## src/mie_pkg.sv

```systemverilog
// Shared constants, opcodes and helper functions of the instruction execution core.
package mie_pkg;
	localparam int             DW            = 8;
	localparam int             PAW           = 11;
	localparam int             IW            = 18;
	localparam int             OP_MSB        = 17;
	localparam int             OP_LSB        = 12;
	localparam int             BIT_MSB       = 10;
	localparam int             BIT_LSB       = 8;
	localparam int             OPND_MSB      = 7;
	localparam int             TGT_MSB       = 10;
	localparam int             STACK_DEPTH   = 8;
	localparam int             SPW           = 3;
	localparam int             CLKS_PER_ICYC = 4;
	localparam logic [1:0]     PH_FIRST      = 2'h0;
	localparam logic [1:0]     PH_FETCH      = 2'h1;
	localparam logic [1:0]     PH_EXEC       = 2'(CLKS_PER_ICYC - 1);
	localparam logic [1:0]     PH_ONE        = 2'h1;
	localparam logic [7:0]     PCL_ADDR      = 8'h02;
	localparam logic [2:0]     TBL_PAGE      = 3'h7;
	localparam logic [7:0]     BYTE_ZERO     = 8'h00;
	localparam logic [7:0]     BYTE_ONE      = 8'h01;
	localparam logic [7:0]     BCD_LO        = 8'h06;
	localparam logic [7:0]     BCD_HI        = 8'h60;
	localparam logic [3:0]     NIB_MAX       = 4'h9;
	localparam logic [PAW-1:0] PC_RESET      = 11'h000;
	localparam logic [PAW-1:0] PC_ONE        = 11'h001;
	localparam logic [PAW-1:0] PC_TWO        = 11'h002;
	localparam logic [SPW-1:0] SP_RESET      = 3'h0;
	localparam logic [SPW-1:0] SP_ONE        = 3'h1;
	localparam int             NFLAGS        = 5;
	localparam int             FZ            = 0;
	localparam int             FC            = 1;
	localparam int             FHC           = 2;
	localparam int             FSRF          = 3;
	localparam int             FSEC          = 4;
	localparam logic [4:0]     FLAGS_RESET   = 5'h00;

	typedef enum logic [5:0] {
		OP_NOP, OP_LOAD_W, OP_STORE_W, OP_LOAD_IMM, OP_ADD_W, OP_SUM_MEM, OP_ADD_IMM,
		OP_SUMC_W, OP_SUMC_MEM, OP_SUB_W, OP_SUB_MEM, OP_SUB_IMM, OP_SUBB_W, OP_SUBB_MEM,
		OP_BCD_ADJ, OP_STEP_UP, OP_STEP_UP_W, OP_STEP_DN, OP_STEP_DN_W, OP_AND_W,
		OP_AND_IMM, OP_OR_W, OP_OR_IMM, OP_XOR_W, OP_XOR_IMM, OP_COMPL, OP_COMPL_W,
		OP_TURN_R, OP_TURN_L, OP_TURN_RC, OP_TURN_LC, OP_BIT_RAISE, OP_BIT_LOWER,
		OP_SKIP_Z, OP_SKIP_BZ, OP_SKIP_BNZ, OP_GOTO, OP_SUB_ENTRY, OP_SUB_EXIT,
		OP_TBL_RD, OP_PWR_DOWN, OP_WDT_CLEAR
	} mie_op_t;

	typedef enum logic [1:0] {ST_RUN, ST_FILL, ST_SLEEP} mie_state_t;

	function automatic mie_op_t f_op(input logic [IW-1:0] ins);
		return mie_op_t'(ins[OP_MSB:OP_LSB]);
	endfunction : f_op

	function automatic logic f_two_cycle(input mie_op_t op);
		return op inside {OP_GOTO, OP_SUB_ENTRY, OP_SUB_EXIT, OP_TBL_RD};
	endfunction : f_two_cycle

	function automatic logic f_is_imm(input mie_op_t op);
		return op inside {OP_LOAD_IMM, OP_ADD_IMM, OP_SUB_IMM, OP_AND_IMM, OP_OR_IMM,
			OP_XOR_IMM};
	endfunction : f_is_imm
endpackage : mie_pkg

```

## src/mie_alu_if.sv

```systemverilog
// Bundle between the sequencer and the arithmetic and logic unit.
interface mie_alu_if;
	import mie_pkg::*;
	mie_op_t     op;
	logic [7:0]  wreg;
	logic [7:0]  opnd;
	logic [2:0]  bit_sel;
	logic [4:0]  flags_in;
	logic [7:0]  result;
	logic [4:0]  flags_out;
	logic        to_mem;
	logic        to_w;
	logic        skip;
	modport core (output op, wreg, opnd, bit_sel, flags_in,
		input result, flags_out, to_mem, to_w, skip);
	modport alu (input op, wreg, opnd, bit_sel, flags_in,
		output result, flags_out, to_mem, to_w, skip);
endinterface : mie_alu_if

```

## src/mie_dmem.sv

```systemverilog
// Data memory sector 0 with a registered read port.
module mie_dmem (
	input  wire logic       clk_i,
	input  wire logic       we_i,
	input  wire logic [7:0] waddr_i,
	input  wire logic [7:0] wdata_i,
	input  wire logic [7:0] raddr_i,
	output logic      [7:0] rdata_o
);
	logic [7:0] mem_ff [256];
	logic [7:0] rdata_ff;

	always_ff @(posedge clk_i) begin
		if (we_i) begin
			mem_ff[waddr_i] <= wdata_i;
		end
	end

	always_ff @(posedge clk_i) begin
		rdata_ff <= mem_ff[raddr_i];
	end

	assign rdata_o = rdata_ff;
endmodule : mie_dmem

```

## src/mie_alu.sv

```systemverilog
// Combinational arithmetic, logic, rotate, bit and test unit.
module mie_alu (
	mie_alu_if.alu bus
);
	import mie_pkg::*;
	logic [7:0] b;
	logic [7:0] bx;
	logic [7:0] mask;
	logic       cin;
	logic       sub;
	logic       arith;
	logic       set_z;
	logic [8:0] sum;
	logic [4:0] half;
	logic [7:0] lo_fix;
	logic [8:0] d1;
	logic       hi_need;
	logic [8:0] d2;
	logic [7:0] res;
	logic [4:0] fl;
	logic       to_mem;
	logic       to_w;
	logic       skip;

	assign b = bus.opnd;
	assign mask = BYTE_ONE << bus.bit_sel;
	assign bx = sub ? ~b : b;
	assign sum = {1'b0, bus.wreg} + {1'b0, bx} + {8'h00, cin};
	assign half = {1'b0, bus.wreg[3:0]} + {1'b0, bx[3:0]} + {4'h0, cin};
	assign lo_fix = (bus.wreg[3:0] > NIB_MAX || bus.flags_in[FHC]) ? BCD_LO : BYTE_ZERO;
	assign d1 = {1'b0, bus.wreg} + {1'b0, lo_fix};
	assign hi_need = d1[8] | (d1[7:4] > NIB_MAX) | bus.flags_in[FC];
	assign d2 = d1 + {1'b0, (hi_need ? BCD_HI : BYTE_ZERO)};

	always_comb begin
		cin = 1'b0;
		sub = 1'b0;
		arith = 1'b0;
		set_z = 1'b0;
		to_mem = 1'b0;
		to_w = 1'b0;
		skip = 1'b0;
		case (bus.op)
			OP_ADD_W, OP_ADD_IMM, OP_SUM_MEM: begin
				arith = 1'b1;
			end
			OP_SUMC_W, OP_SUMC_MEM: begin
				arith = 1'b1;
				cin = bus.flags_in[FC];
			end
			OP_SUB_W, OP_SUB_IMM, OP_SUB_MEM: begin
				arith = 1'b1;
				sub = 1'b1;
				cin = 1'b1;
			end
			OP_SUBB_W, OP_SUBB_MEM: begin
				arith = 1'b1;
				sub = 1'b1;
				cin = bus.flags_in[FC];
			end
			OP_STEP_UP, OP_STEP_UP_W, OP_STEP_DN, OP_STEP_DN_W, OP_AND_W, OP_AND_IMM,
			OP_OR_W, OP_OR_IMM, OP_XOR_W, OP_XOR_IMM, OP_COMPL, OP_COMPL_W: begin
				set_z = 1'b1;
			end
			OP_SKIP_Z: begin
				skip = (b == BYTE_ZERO);
			end
			OP_SKIP_BZ: begin
				skip = ~b[bus.bit_sel];
			end
			OP_SKIP_BNZ: begin
				skip = b[bus.bit_sel];
			end
			default: begin
			end
		endcase
		to_w = bus.op inside {OP_LOAD_W, OP_LOAD_IMM, OP_ADD_W, OP_ADD_IMM, OP_SUMC_W,
			OP_SUB_W, OP_SUB_IMM, OP_SUBB_W, OP_STEP_UP_W, OP_STEP_DN_W, OP_AND_W,
			OP_AND_IMM, OP_OR_W, OP_OR_IMM, OP_XOR_W, OP_XOR_IMM, OP_COMPL_W};
		to_mem = bus.op inside {OP_STORE_W, OP_SUM_MEM, OP_SUMC_MEM, OP_SUB_MEM,
			OP_SUBB_MEM, OP_BCD_ADJ, OP_STEP_UP, OP_STEP_DN, OP_COMPL, OP_TURN_R,
			OP_TURN_L, OP_TURN_RC, OP_TURN_LC, OP_BIT_RAISE, OP_BIT_LOWER};
	end

	always_comb begin
		res = b;
		fl = bus.flags_in;
		case (bus.op)
			OP_STORE_W: res = bus.wreg;
			OP_STEP_UP, OP_STEP_UP_W: res = b + BYTE_ONE;
			OP_STEP_DN, OP_STEP_DN_W: res = b - BYTE_ONE;
			OP_AND_W, OP_AND_IMM: res = bus.wreg & b;
			OP_OR_W, OP_OR_IMM: res = bus.wreg | b;
			OP_XOR_W, OP_XOR_IMM: res = bus.wreg ^ b;
			OP_COMPL, OP_COMPL_W: res = ~b;
			OP_TURN_R: res = {b[0], b[7:1]};
			OP_TURN_L: res = {b[6:0], b[7]};
			OP_TURN_RC: begin
				res = {bus.flags_in[FC], b[7:1]};
				fl[FC] = b[0];
			end
			OP_TURN_LC: begin
				res = {b[6:0], bus.flags_in[FC]};
				fl[FC] = b[7];
			end
			OP_BIT_RAISE: res = b | mask;
			OP_BIT_LOWER: res = b & ~mask;
			OP_BCD_ADJ: begin
				res = d2[7:0];
				fl[FC] = hi_need;
			end
			default: begin
			end
		endcase
		if (arith) begin
			res = sum[7:0];
			fl[FC] = sum[8];
			fl[FHC] = half[4];
			fl[FSRF] = (bus.wreg[7] == bx[7]) && (sum[7] != bus.wreg[7]);
			fl[FSEC] = sum[7] ^ fl[FSRF];
			fl[FZ] = (sum[7:0] == BYTE_ZERO);
		end else if (set_z) begin
			fl[FZ] = (res == BYTE_ZERO);
		end
	end

	assign bus.result = res;
	assign bus.flags_out = fl;
	assign bus.to_mem = to_mem;
	assign bus.to_w = to_w;
	assign bus.skip = skip;
endmodule : mie_alu

```

## src/mie_core.sv

```systemverilog
// Instruction sequencer and execution core of the 8-bit microcontroller.
// Behaviour
// - Add memory or immediate to working register, optional carry, update five flags.
// - Subtract memory or immediate, optional borrow, update five flags.
// - Eight bit datapath; carry out above 255, borrow below zero.
// - Step up or down by one; working variants write the working register.
// - Logic operations pass through working register and set zero on zero.
// - Rotates move one bit; carry variants route the outgoing bit into carry.
// - Bit raise or lower changes one bit of a byte, others kept.
// - Subroutine entry saves return point; exit resumes after the entry.
// - Goto loads the program counter and saves no return address.
// - Conditional tests of byte or bit skip or continue.
// - Table read fetches fixed data from a program memory area.
// - Power down instruction sleeps the core; separate watchdog clear instruction.
// - Direct data memory access addresses sector 0 only.
// - Packed decimal adjust of working register written to memory.
// - Instruction cycle is four clocks; most instructions take one.
// - Branch, entry, exit and table read take two instruction cycles.
// - Writing the program counter low byte adds one instruction cycle.
// - A taken skip adds one instruction cycle; untaken costs one.
module mie_core (
	input  wire logic                    SYS_CLK_I,
	input  wire logic                    RESETN_I,
	input  wire logic [mie_pkg::IW-1:0]  PROG_DATA_I,
	input  wire logic                    WAKE_I,
	output logic      [mie_pkg::PAW-1:0] PROG_ADDR_O,
	output logic      [7:0]              WORK_REG_O,
	output logic                         ZERO_FLAG_O,
	output logic                         CARRY_FLAG_O,
	output logic                         HALF_CARRY_FLAG_O,
	output logic                         SIGNED_RANGE_FLAG_O,
	output logic                         SECONDARY_RESULT_FLAG_O,
	output logic                         POWER_DOWN_O,
	output logic                         WDT_CLEAR_O,
	output logic                         MEM_WE_O,
	output logic      [7:0]              MEM_WADDR_O,
	output logic      [7:0]              MEM_WDATA_O,
	output logic                         INSTR_DONE_O
);
	import mie_pkg::*;

	logic [1:0]     phase_ff;
	mie_state_t     st_ff;
	mie_state_t     nxt_st;
	logic [IW-1:0]  instr_ff;
	logic [PAW-1:0] pc_ff;
	logic [PAW-1:0] nxt_pc;
	logic [PAW-1:0] prog_addr_ff;
	logic [7:0]     w_ff;
	logic [4:0]     flags_ff;
	logic [PAW-1:0] stack_ff [STACK_DEPTH];
	logic [SPW-1:0] sp_ff;
	logic           tbl_pend_ff;
	logic [7:0]     tbl_dst_ff;
	logic [7:0]     tbl_data_ff;
	logic           pd_ff;
	logic           wdt_ff;
	logic           mwe_ff;
	logic [7:0]     mwaddr_ff;
	logic [7:0]     mwdata_ff;
	logic           done_ff;

	mie_op_t        op;
	logic           exec;
	logic           fill_end;
	logic [7:0]     maddr;
	logic [7:0]     mem_rd;
	logic [7:0]     rd_val;
	logic [PAW-1:0] pc_inc;
	logic [PAW-1:0] pc_skip;
	logic [PAW-1:0] jmp_tgt;
	logic [PAW-1:0] stk_top;
	logic           pcl_write;
	logic           extra;
	logic           dm_we;
	logic [7:0]     dm_waddr;
	logic [7:0]     dm_wdata;

	mie_alu_if alu_bus ();

	mie_alu u_alu (
		.bus (alu_bus.alu)
	);

	mie_dmem u_dmem (
		.clk_i   (SYS_CLK_I),
		.we_i    (dm_we),
		.waddr_i (dm_waddr),
		.wdata_i (dm_wdata),
		.raddr_i (maddr),
		.rdata_o (mem_rd)
	);

	assign op = f_op(instr_ff);
	assign exec = (st_ff == ST_RUN) && (phase_ff == PH_EXEC);
	assign fill_end = (st_ff == ST_FILL) && (phase_ff == PH_EXEC);
	assign maddr = instr_ff[OPND_MSB:0];
	// Reading the low program counter byte sees the address of the current instruction.
	assign rd_val = (maddr == PCL_ADDR) ? pc_ff[OPND_MSB:0] : mem_rd;
	assign pc_inc = pc_ff + PC_ONE;
	assign pc_skip = pc_ff + PC_TWO;
	assign jmp_tgt = instr_ff[TGT_MSB:0];
	assign stk_top = stack_ff[sp_ff - SP_ONE];

	assign alu_bus.op = op;
	assign alu_bus.wreg = w_ff;
	assign alu_bus.opnd = f_is_imm(op) ? maddr : rd_val;
	assign alu_bus.bit_sel = instr_ff[BIT_MSB:BIT_LSB];
	assign alu_bus.flags_in = flags_ff;

	assign pcl_write = alu_bus.to_mem && (maddr == PCL_ADDR);
	assign extra = f_two_cycle(op) || alu_bus.skip || pcl_write;

	assign dm_we = (exec && alu_bus.to_mem && !pcl_write) || (fill_end && tbl_pend_ff);
	assign dm_waddr = fill_end ? tbl_dst_ff : maddr;
	assign dm_wdata = fill_end ? tbl_data_ff : alu_bus.result;

	always_comb begin
		case (op)
			OP_GOTO: nxt_pc = jmp_tgt;
			OP_SUB_ENTRY: nxt_pc = jmp_tgt;
			OP_SUB_EXIT: nxt_pc = stk_top;
			default: begin
				if (alu_bus.skip) begin
					nxt_pc = pc_skip;
				end else if (pcl_write) begin
					nxt_pc = {pc_ff[PAW-1:OPND_MSB+1], alu_bus.result};
				end else begin
					nxt_pc = pc_inc;
				end
			end
		endcase
	end

	always_comb begin
		nxt_st = st_ff;
		case (st_ff)
			ST_RUN: begin
				if (exec && op == OP_PWR_DOWN) begin
					nxt_st = ST_SLEEP;
				end else if (exec && extra) begin
					nxt_st = ST_FILL;
				end
			end
			ST_FILL: begin
				if (fill_end) begin
					nxt_st = ST_RUN;
				end
			end
			ST_SLEEP: begin
				if (phase_ff == PH_EXEC && WAKE_I) begin
					nxt_st = ST_RUN;
				end
			end
			default: nxt_st = ST_RUN;
		endcase
	end

	always_ff @(posedge SYS_CLK_I) begin
		if (!RESETN_I) begin
			phase_ff <= PH_FIRST;
		end else begin
			phase_ff <= phase_ff + PH_ONE;
		end
	end

	always_ff @(posedge SYS_CLK_I) begin
		if (!RESETN_I) begin
			st_ff <= ST_RUN;
			pd_ff <= 1'b0;
		end else begin
			st_ff <= nxt_st;
			pd_ff <= (nxt_st == ST_SLEEP);
		end
	end

	always_ff @(posedge SYS_CLK_I) begin
		if (!RESETN_I) begin
			instr_ff <= '0;
		end else if (st_ff == ST_RUN && phase_ff == PH_FETCH) begin
			instr_ff <= PROG_DATA_I;
		end
	end

	// The fetch address is moved only at the end of an instruction cycle, so it holds
	// steady for all four clocks and memory has two clocks to answer.
	always_ff @(posedge SYS_CLK_I) begin
		if (!RESETN_I) begin
			pc_ff <= PC_RESET;
			prog_addr_ff <= PC_RESET;
		end else if (exec) begin
			pc_ff <= nxt_pc;
			prog_addr_ff <= (op == OP_TBL_RD) ? {TBL_PAGE, w_ff} : nxt_pc;
		end else if (fill_end) begin
			prog_addr_ff <= pc_ff;
		end
	end

	always_ff @(posedge SYS_CLK_I) begin
		if (!RESETN_I) begin
			w_ff <= BYTE_ZERO;
			flags_ff <= FLAGS_RESET;
		end else if (exec) begin
			if (alu_bus.to_w) begin
				w_ff <= alu_bus.result;
			end
			flags_ff <= alu_bus.flags_out;
		end
	end

	// The stack wraps when it overflows; software must keep calls within its depth.
	always_ff @(posedge SYS_CLK_I) begin
		if (!RESETN_I) begin
			sp_ff <= SP_RESET;
		end else if (exec && op == OP_SUB_ENTRY) begin
			stack_ff[sp_ff] <= pc_inc;
			sp_ff <= sp_ff + SP_ONE;
		end else if (exec && op == OP_SUB_EXIT) begin
			sp_ff <= sp_ff - SP_ONE;
		end
	end

	always_ff @(posedge SYS_CLK_I) begin
		if (!RESETN_I) begin
			tbl_pend_ff <= 1'b0;
			tbl_dst_ff <= BYTE_ZERO;
			tbl_data_ff <= BYTE_ZERO;
		end else begin
			if (exec && op == OP_TBL_RD) begin
				tbl_pend_ff <= 1'b1;
				tbl_dst_ff <= maddr;
			end else if (fill_end) begin
				tbl_pend_ff <= 1'b0;
			end
			if (st_ff == ST_FILL && tbl_pend_ff && phase_ff == PH_FETCH) begin
				tbl_data_ff <= PROG_DATA_I[OPND_MSB:0];
			end
		end
	end

	always_ff @(posedge SYS_CLK_I) begin
		if (!RESETN_I) begin
			wdt_ff <= 1'b0;
			mwe_ff <= 1'b0;
			mwaddr_ff <= BYTE_ZERO;
			mwdata_ff <= BYTE_ZERO;
			done_ff <= 1'b0;
		end else begin
			wdt_ff <= exec && (op == OP_WDT_CLEAR);
			mwe_ff <= dm_we;
			mwaddr_ff <= dm_waddr;
			mwdata_ff <= dm_wdata;
			done_ff <= (exec && !extra && op != OP_PWR_DOWN) || fill_end;
		end
	end

	assign PROG_ADDR_O = prog_addr_ff;
	assign WORK_REG_O = w_ff;
	assign ZERO_FLAG_O = flags_ff[FZ];
	assign CARRY_FLAG_O = flags_ff[FC];
	assign HALF_CARRY_FLAG_O = flags_ff[FHC];
	assign SIGNED_RANGE_FLAG_O = flags_ff[FSRF];
	assign SECONDARY_RESULT_FLAG_O = flags_ff[FSEC];
	assign POWER_DOWN_O = pd_ff;
	assign WDT_CLEAR_O = wdt_ff;
	assign MEM_WE_O = mwe_ff;
	assign MEM_WADDR_O = mwaddr_ff;
	assign MEM_WDATA_O = mwdata_ff;
	assign INSTR_DONE_O = done_ff;
endmodule : mie_core

```

## config.mk

```make
export PLATFORM = sky130hd
export DESIGN_NAME = mie_core
export DESIGN_NICKNAME = d
export VERILOG_FILES = /design/src/mie_pkg.sv /design/src/mie_alu_if.sv /design/src/mie_dmem.sv /design/src/mie_alu.sv /design/src/mie_core.sv
export SDC_FILE = /design/constraint.sdc
export NUM_CORES = 2
export LEC_CHECK = 0
export BUFFER_PORTS_ARGS = -buffer_cell sky130_fd_sc_hd__buf_2
export CORE_ASPECT_RATIO = 0.6
export CORE_UTILIZATION = 32
export CTS_BUF_LIST = sky130_fd_sc_hd__clkbuf_2
export CTS_CLUSTER_SIZE = 14
export DETAILED_ROUTE_END_ITERATION = 10
export GPL_TIMING_DRIVEN = 0
export HOLD_SLACK_MARGIN = 0.02
export SETUP_SLACK_MARGIN = 0.15
export SLEW_MARGIN = 15
export SYNTH_ARGS = -nofsm -noshare
export SYNTH_HDL_FRONTEND = slang
export SYNTH_SLANG_ARGS = --single-unit
export TNS_END_PERCENT = 100
```

## constraint.sdc

```tcl
create_clock -name SYS_CLK_I -period 15.6 [get_ports SYS_CLK_I]
set_clock_uncertainty 0.2 [all_clocks]
set_input_delay 1.56 -clock SYS_CLK_I [delete_from_list [all_inputs] [get_ports SYS_CLK_I]]
set_output_delay 1.56 -clock SYS_CLK_I [all_outputs]
set_load 0.03 [all_outputs]
```

==> results.md <==
* Outcome: complete, no violations
* Hold_sp: tbl_data_ff[0]
* CTS max path bufs at 4
* WL/cell at 32.7 um
* PwrDens at 127 nW/um^2
* WS Path Type: reg2reg
* HPWL Detailed at 211000 um
* Synth top area share at 71.0%
* Syn Inst Count at 4519
* Final #Nets at 5185
* Die W at 688 um
* Type of the worst min-delay path: reg2reg
* CTS tree: built
* Ys async rst share at 0%
* Clock root buffer: clkbuf_2
* Area contributors post-synth: edfxtp_1 71%, mux4_2 17%, dfxtp_1 2.3%
* 1st-iter DRT viols at 8803
* FF-to-FF Start: WORK_REG_O[2]
* Tmin final at 8830 ps
* Slew @ Worst Pin at 1390 ps
* Area grow syn2layout at 12.1%
* Site row count at 150
* Endpoint, Worst Hold: tbl_data_ff[0]
* Worst Path Max Fanout at 32
* Final instance area at 101000 um^2
* Routability Congestion at 0.953
* First-pass GRT wire length at 405000 um
* Die Span Y at 414 um
* Proportion of layout cells with a drive suffix above 1 at 31.6%
* CTS Buf Count at 468
* Ys Warns at 0
* VDD IR max at 0.0910 mV
* Vias per Instance at 5.66
* Post-DP Area at 97100 um^2
* Largest net degree at the start of global routing at 121
* DRC viols at 0
* Initial antenna violation count at 31
* Setup_tns at 0 ps
* Synth cell types at 92
* Synth area leader: edfxtp_1
* Number of fill cells in the layout at 26000
* Vias in the first global route at 48900
* Commonest cells post-synth: 2136 x edfxtp_1, 692 x mux4_2, 334 x nor2_1
* Total number of vias at 52000
* Hold depth at 2
* Leakage at 0.0312 uW
* Worst-Skew Late Latency at 1880 ps
* RSZ-0062 raised after global routing: false
* Top FF cell, synth: edfxtp_1
* Final hold violations at 0
* Worst path required time at 16780 ps
* Worst Path Arrival at 10020 ps
* Final wirelength at 300000 um
* Slew headroom at 7.37%
* F_max at 113 MHz
* Post-synthesis sequential area ratio at 73.3%
* Grt ovf at 0
* Top-count cell post-synth: edfxtp_1
* Number of I/O pins at 65
* Post-synth EDFFs at 2136
* R2r endpoint: u_dmem.mem_ff[86][7]
* Crit. End Element: flop
* Period utilisation layout at 56.6%
* H-tree depth at 5
* I/O Buffers at 63
* Overall die area at 285000 um^2
* Initial core utilization at 32.3%
* Clock sink count at 2240
* Synth Register Bits at 2240
* Syn Std Cell Area at 90400 um^2
* Antenna Violating Nets Remaining at 0
* Max Cap Viol at 0
* Syn avg cell area at 20.0 um^2
* Max Slew Vio Count at 0
* Syn_nets at 4567
* Worst setup SP type: flop
* GRT Util Overall at 20.6%
* Setup slack, reg-to-reg at 6770 ps
* Clk slew on worst S/H paths at 130 ps
* Drt pass-1 iters at 6
* Core Region at 280000 um^2
* Worst-case reg-to-reg path depth at 25
* Final setup fails at 0
area by class of cell:
| class | instances | area, um^2 | share of cell area (%) |
|---|---|---|---|
| Sequential cell | 2240 | 66200 | 65.4 |
| Multi-Input combinational cell | 1959 | 23100 | 22.8 |
| Tap cell | 3724 | 4660 | 4.60 |
| Clock buffer | 677 | 3390 | 3.34 |
| Timing Repair Buffer | 148 | 1920 | 1.89 |
| Buffer | 288 | 1240 | 1.22 |
| Clock inverter | 110 | 619 | 0.611 |
| Inverter | 32 | 120 | 0.119 |
| Antenna cell | 11 | 27.5 | 0.0272 |
metrics by stage:
| stage | total power [uW] | utilization, % | cells | setup slack [ps] | hold slack (ps) |
|---|---|---|---|---|---|
| finish | 12800 | 36.2 | 9189 | 6770 | 280 |
| global route | 13200 | 36.2 | 9179 | 6510 | 283 |
| CTS | 12800 | 36.2 | 9178 | 7260 | 218 |
| detailed placement | 9290 | 34.7 | 8372 | 7350 | 262 |
| global placement | 9490 | 34.1 | 8306 | -8070 | 239 |
| floorplan | 8430 | - | 4519 | 2580 | 226 |
cell usage in the layout (no fill, tap or decap), types with 28 or more instances in the layout:
cell	Yosys	final
clkbuf_1	186	140
nand2_1	243	238
a21boi_0	45	45
buf_1	81	39
nor2_1	334	327
nor3_1	34	32
inv_1	28	28
edfxtp_1	2136	2136
xnor2_1	29	29
o21ai_0	51	51
clkbuf_2	0	726
a21oi_1	54	52
mux4_2	692	692
nand3_1	51	51
buf_12	0	29
buf_2	17	119
clkinv_1	1	82
dfxtp_1	104	104
where the power goes:
group          switching, uW  internal (uW)  leakage [uW]
Combinational           1430            554       0.00801
Sequential              12.1           7210        0.0201
Clock                   2370           1250       0.00310
kinds of logic (layout without fill, tap and decap cells):
family	Yosys count	after routing	synth area share (%)
XOR/XNOR	43	43	0.417
AO/OA/AOI/OAI	337	337	2.69
flip-flops	2240	2240	73.3
AND/OR/NAND/NOR	814	814	4.06
other	0	11	0
multiplexers	738	738	17.8
adder cells (fa/ha/maj)	27	27	0.415
buffers and inverters	320	1255	1.38
state kept, by name (all words and copies together) (netlist names), 11 cells and up:
signal,cells
PROG_ADDR_O,11
instr_ff,17
pc_ff,11
u_dmem.mem_ff,2048
stack_ff,88
worst max-delay path, stage by stage, from the launching register on:
cell	delay, ps
dfxtp_1	550
clkbuf_1	760
o21ai_0	160
nand2b_1	170
ha_1	180
inv_1	60
fa_1	440
and3b_1	320
nand3_1	130
o311a_1	180
or3_1	480
ha_1	280
fa_1	440
xnor2_1	140
xnor2_1	520
o21ai_0	170
a311oi_1	320
nand4_1	270
nor4_1	330
nor3_1	150
mux2i_1	980
a21oi_4	370
buf_12	280
buf_16	170
buf_8	160
buf_12	170
metal layers:
layer  up-vias  global-route usage, %  part of all wire, %
met4        22                   4.10                  1.7
met3       392                   11.0                   18
met2      3874                   24.7                   37
met5         -                      0                0.042
li1      20100                      -                    -
met1     27600                   32.0                   44
repair_timing:
item / 4_1_cts / 5_1_grt
gates resized for setup: 0 / 0
hold endpoints to repair: 30 / 0
buffers inserted: 0 / 0
hold buffers: 19 / 0
worst max path at each step:
stage,endpoint,cells after the start,slack [ps],startpoint
6_report,u_dmem.mem_ff[86][7],25,6770,WORK_REG_O[2]
3_5_place_dp,u_dmem.mem_ff[82][7],25,7350,WORK_REG_O[2]
3_3_place_gp,u_dmem.mem_ff[82][7],15,-8070,instr_ff[14]
2_1_floorplan,u_dmem.mem_ff[0][7],21,2580,WORK_REG_O[3]
5_1_grt,u_dmem.mem_ff[84][7],25,6510,WORK_REG_O[2]
4_1_cts,u_dmem.mem_ff[84][7],25,7260,WORK_REG_O[2]
Power figures use the tool's default switching activity.
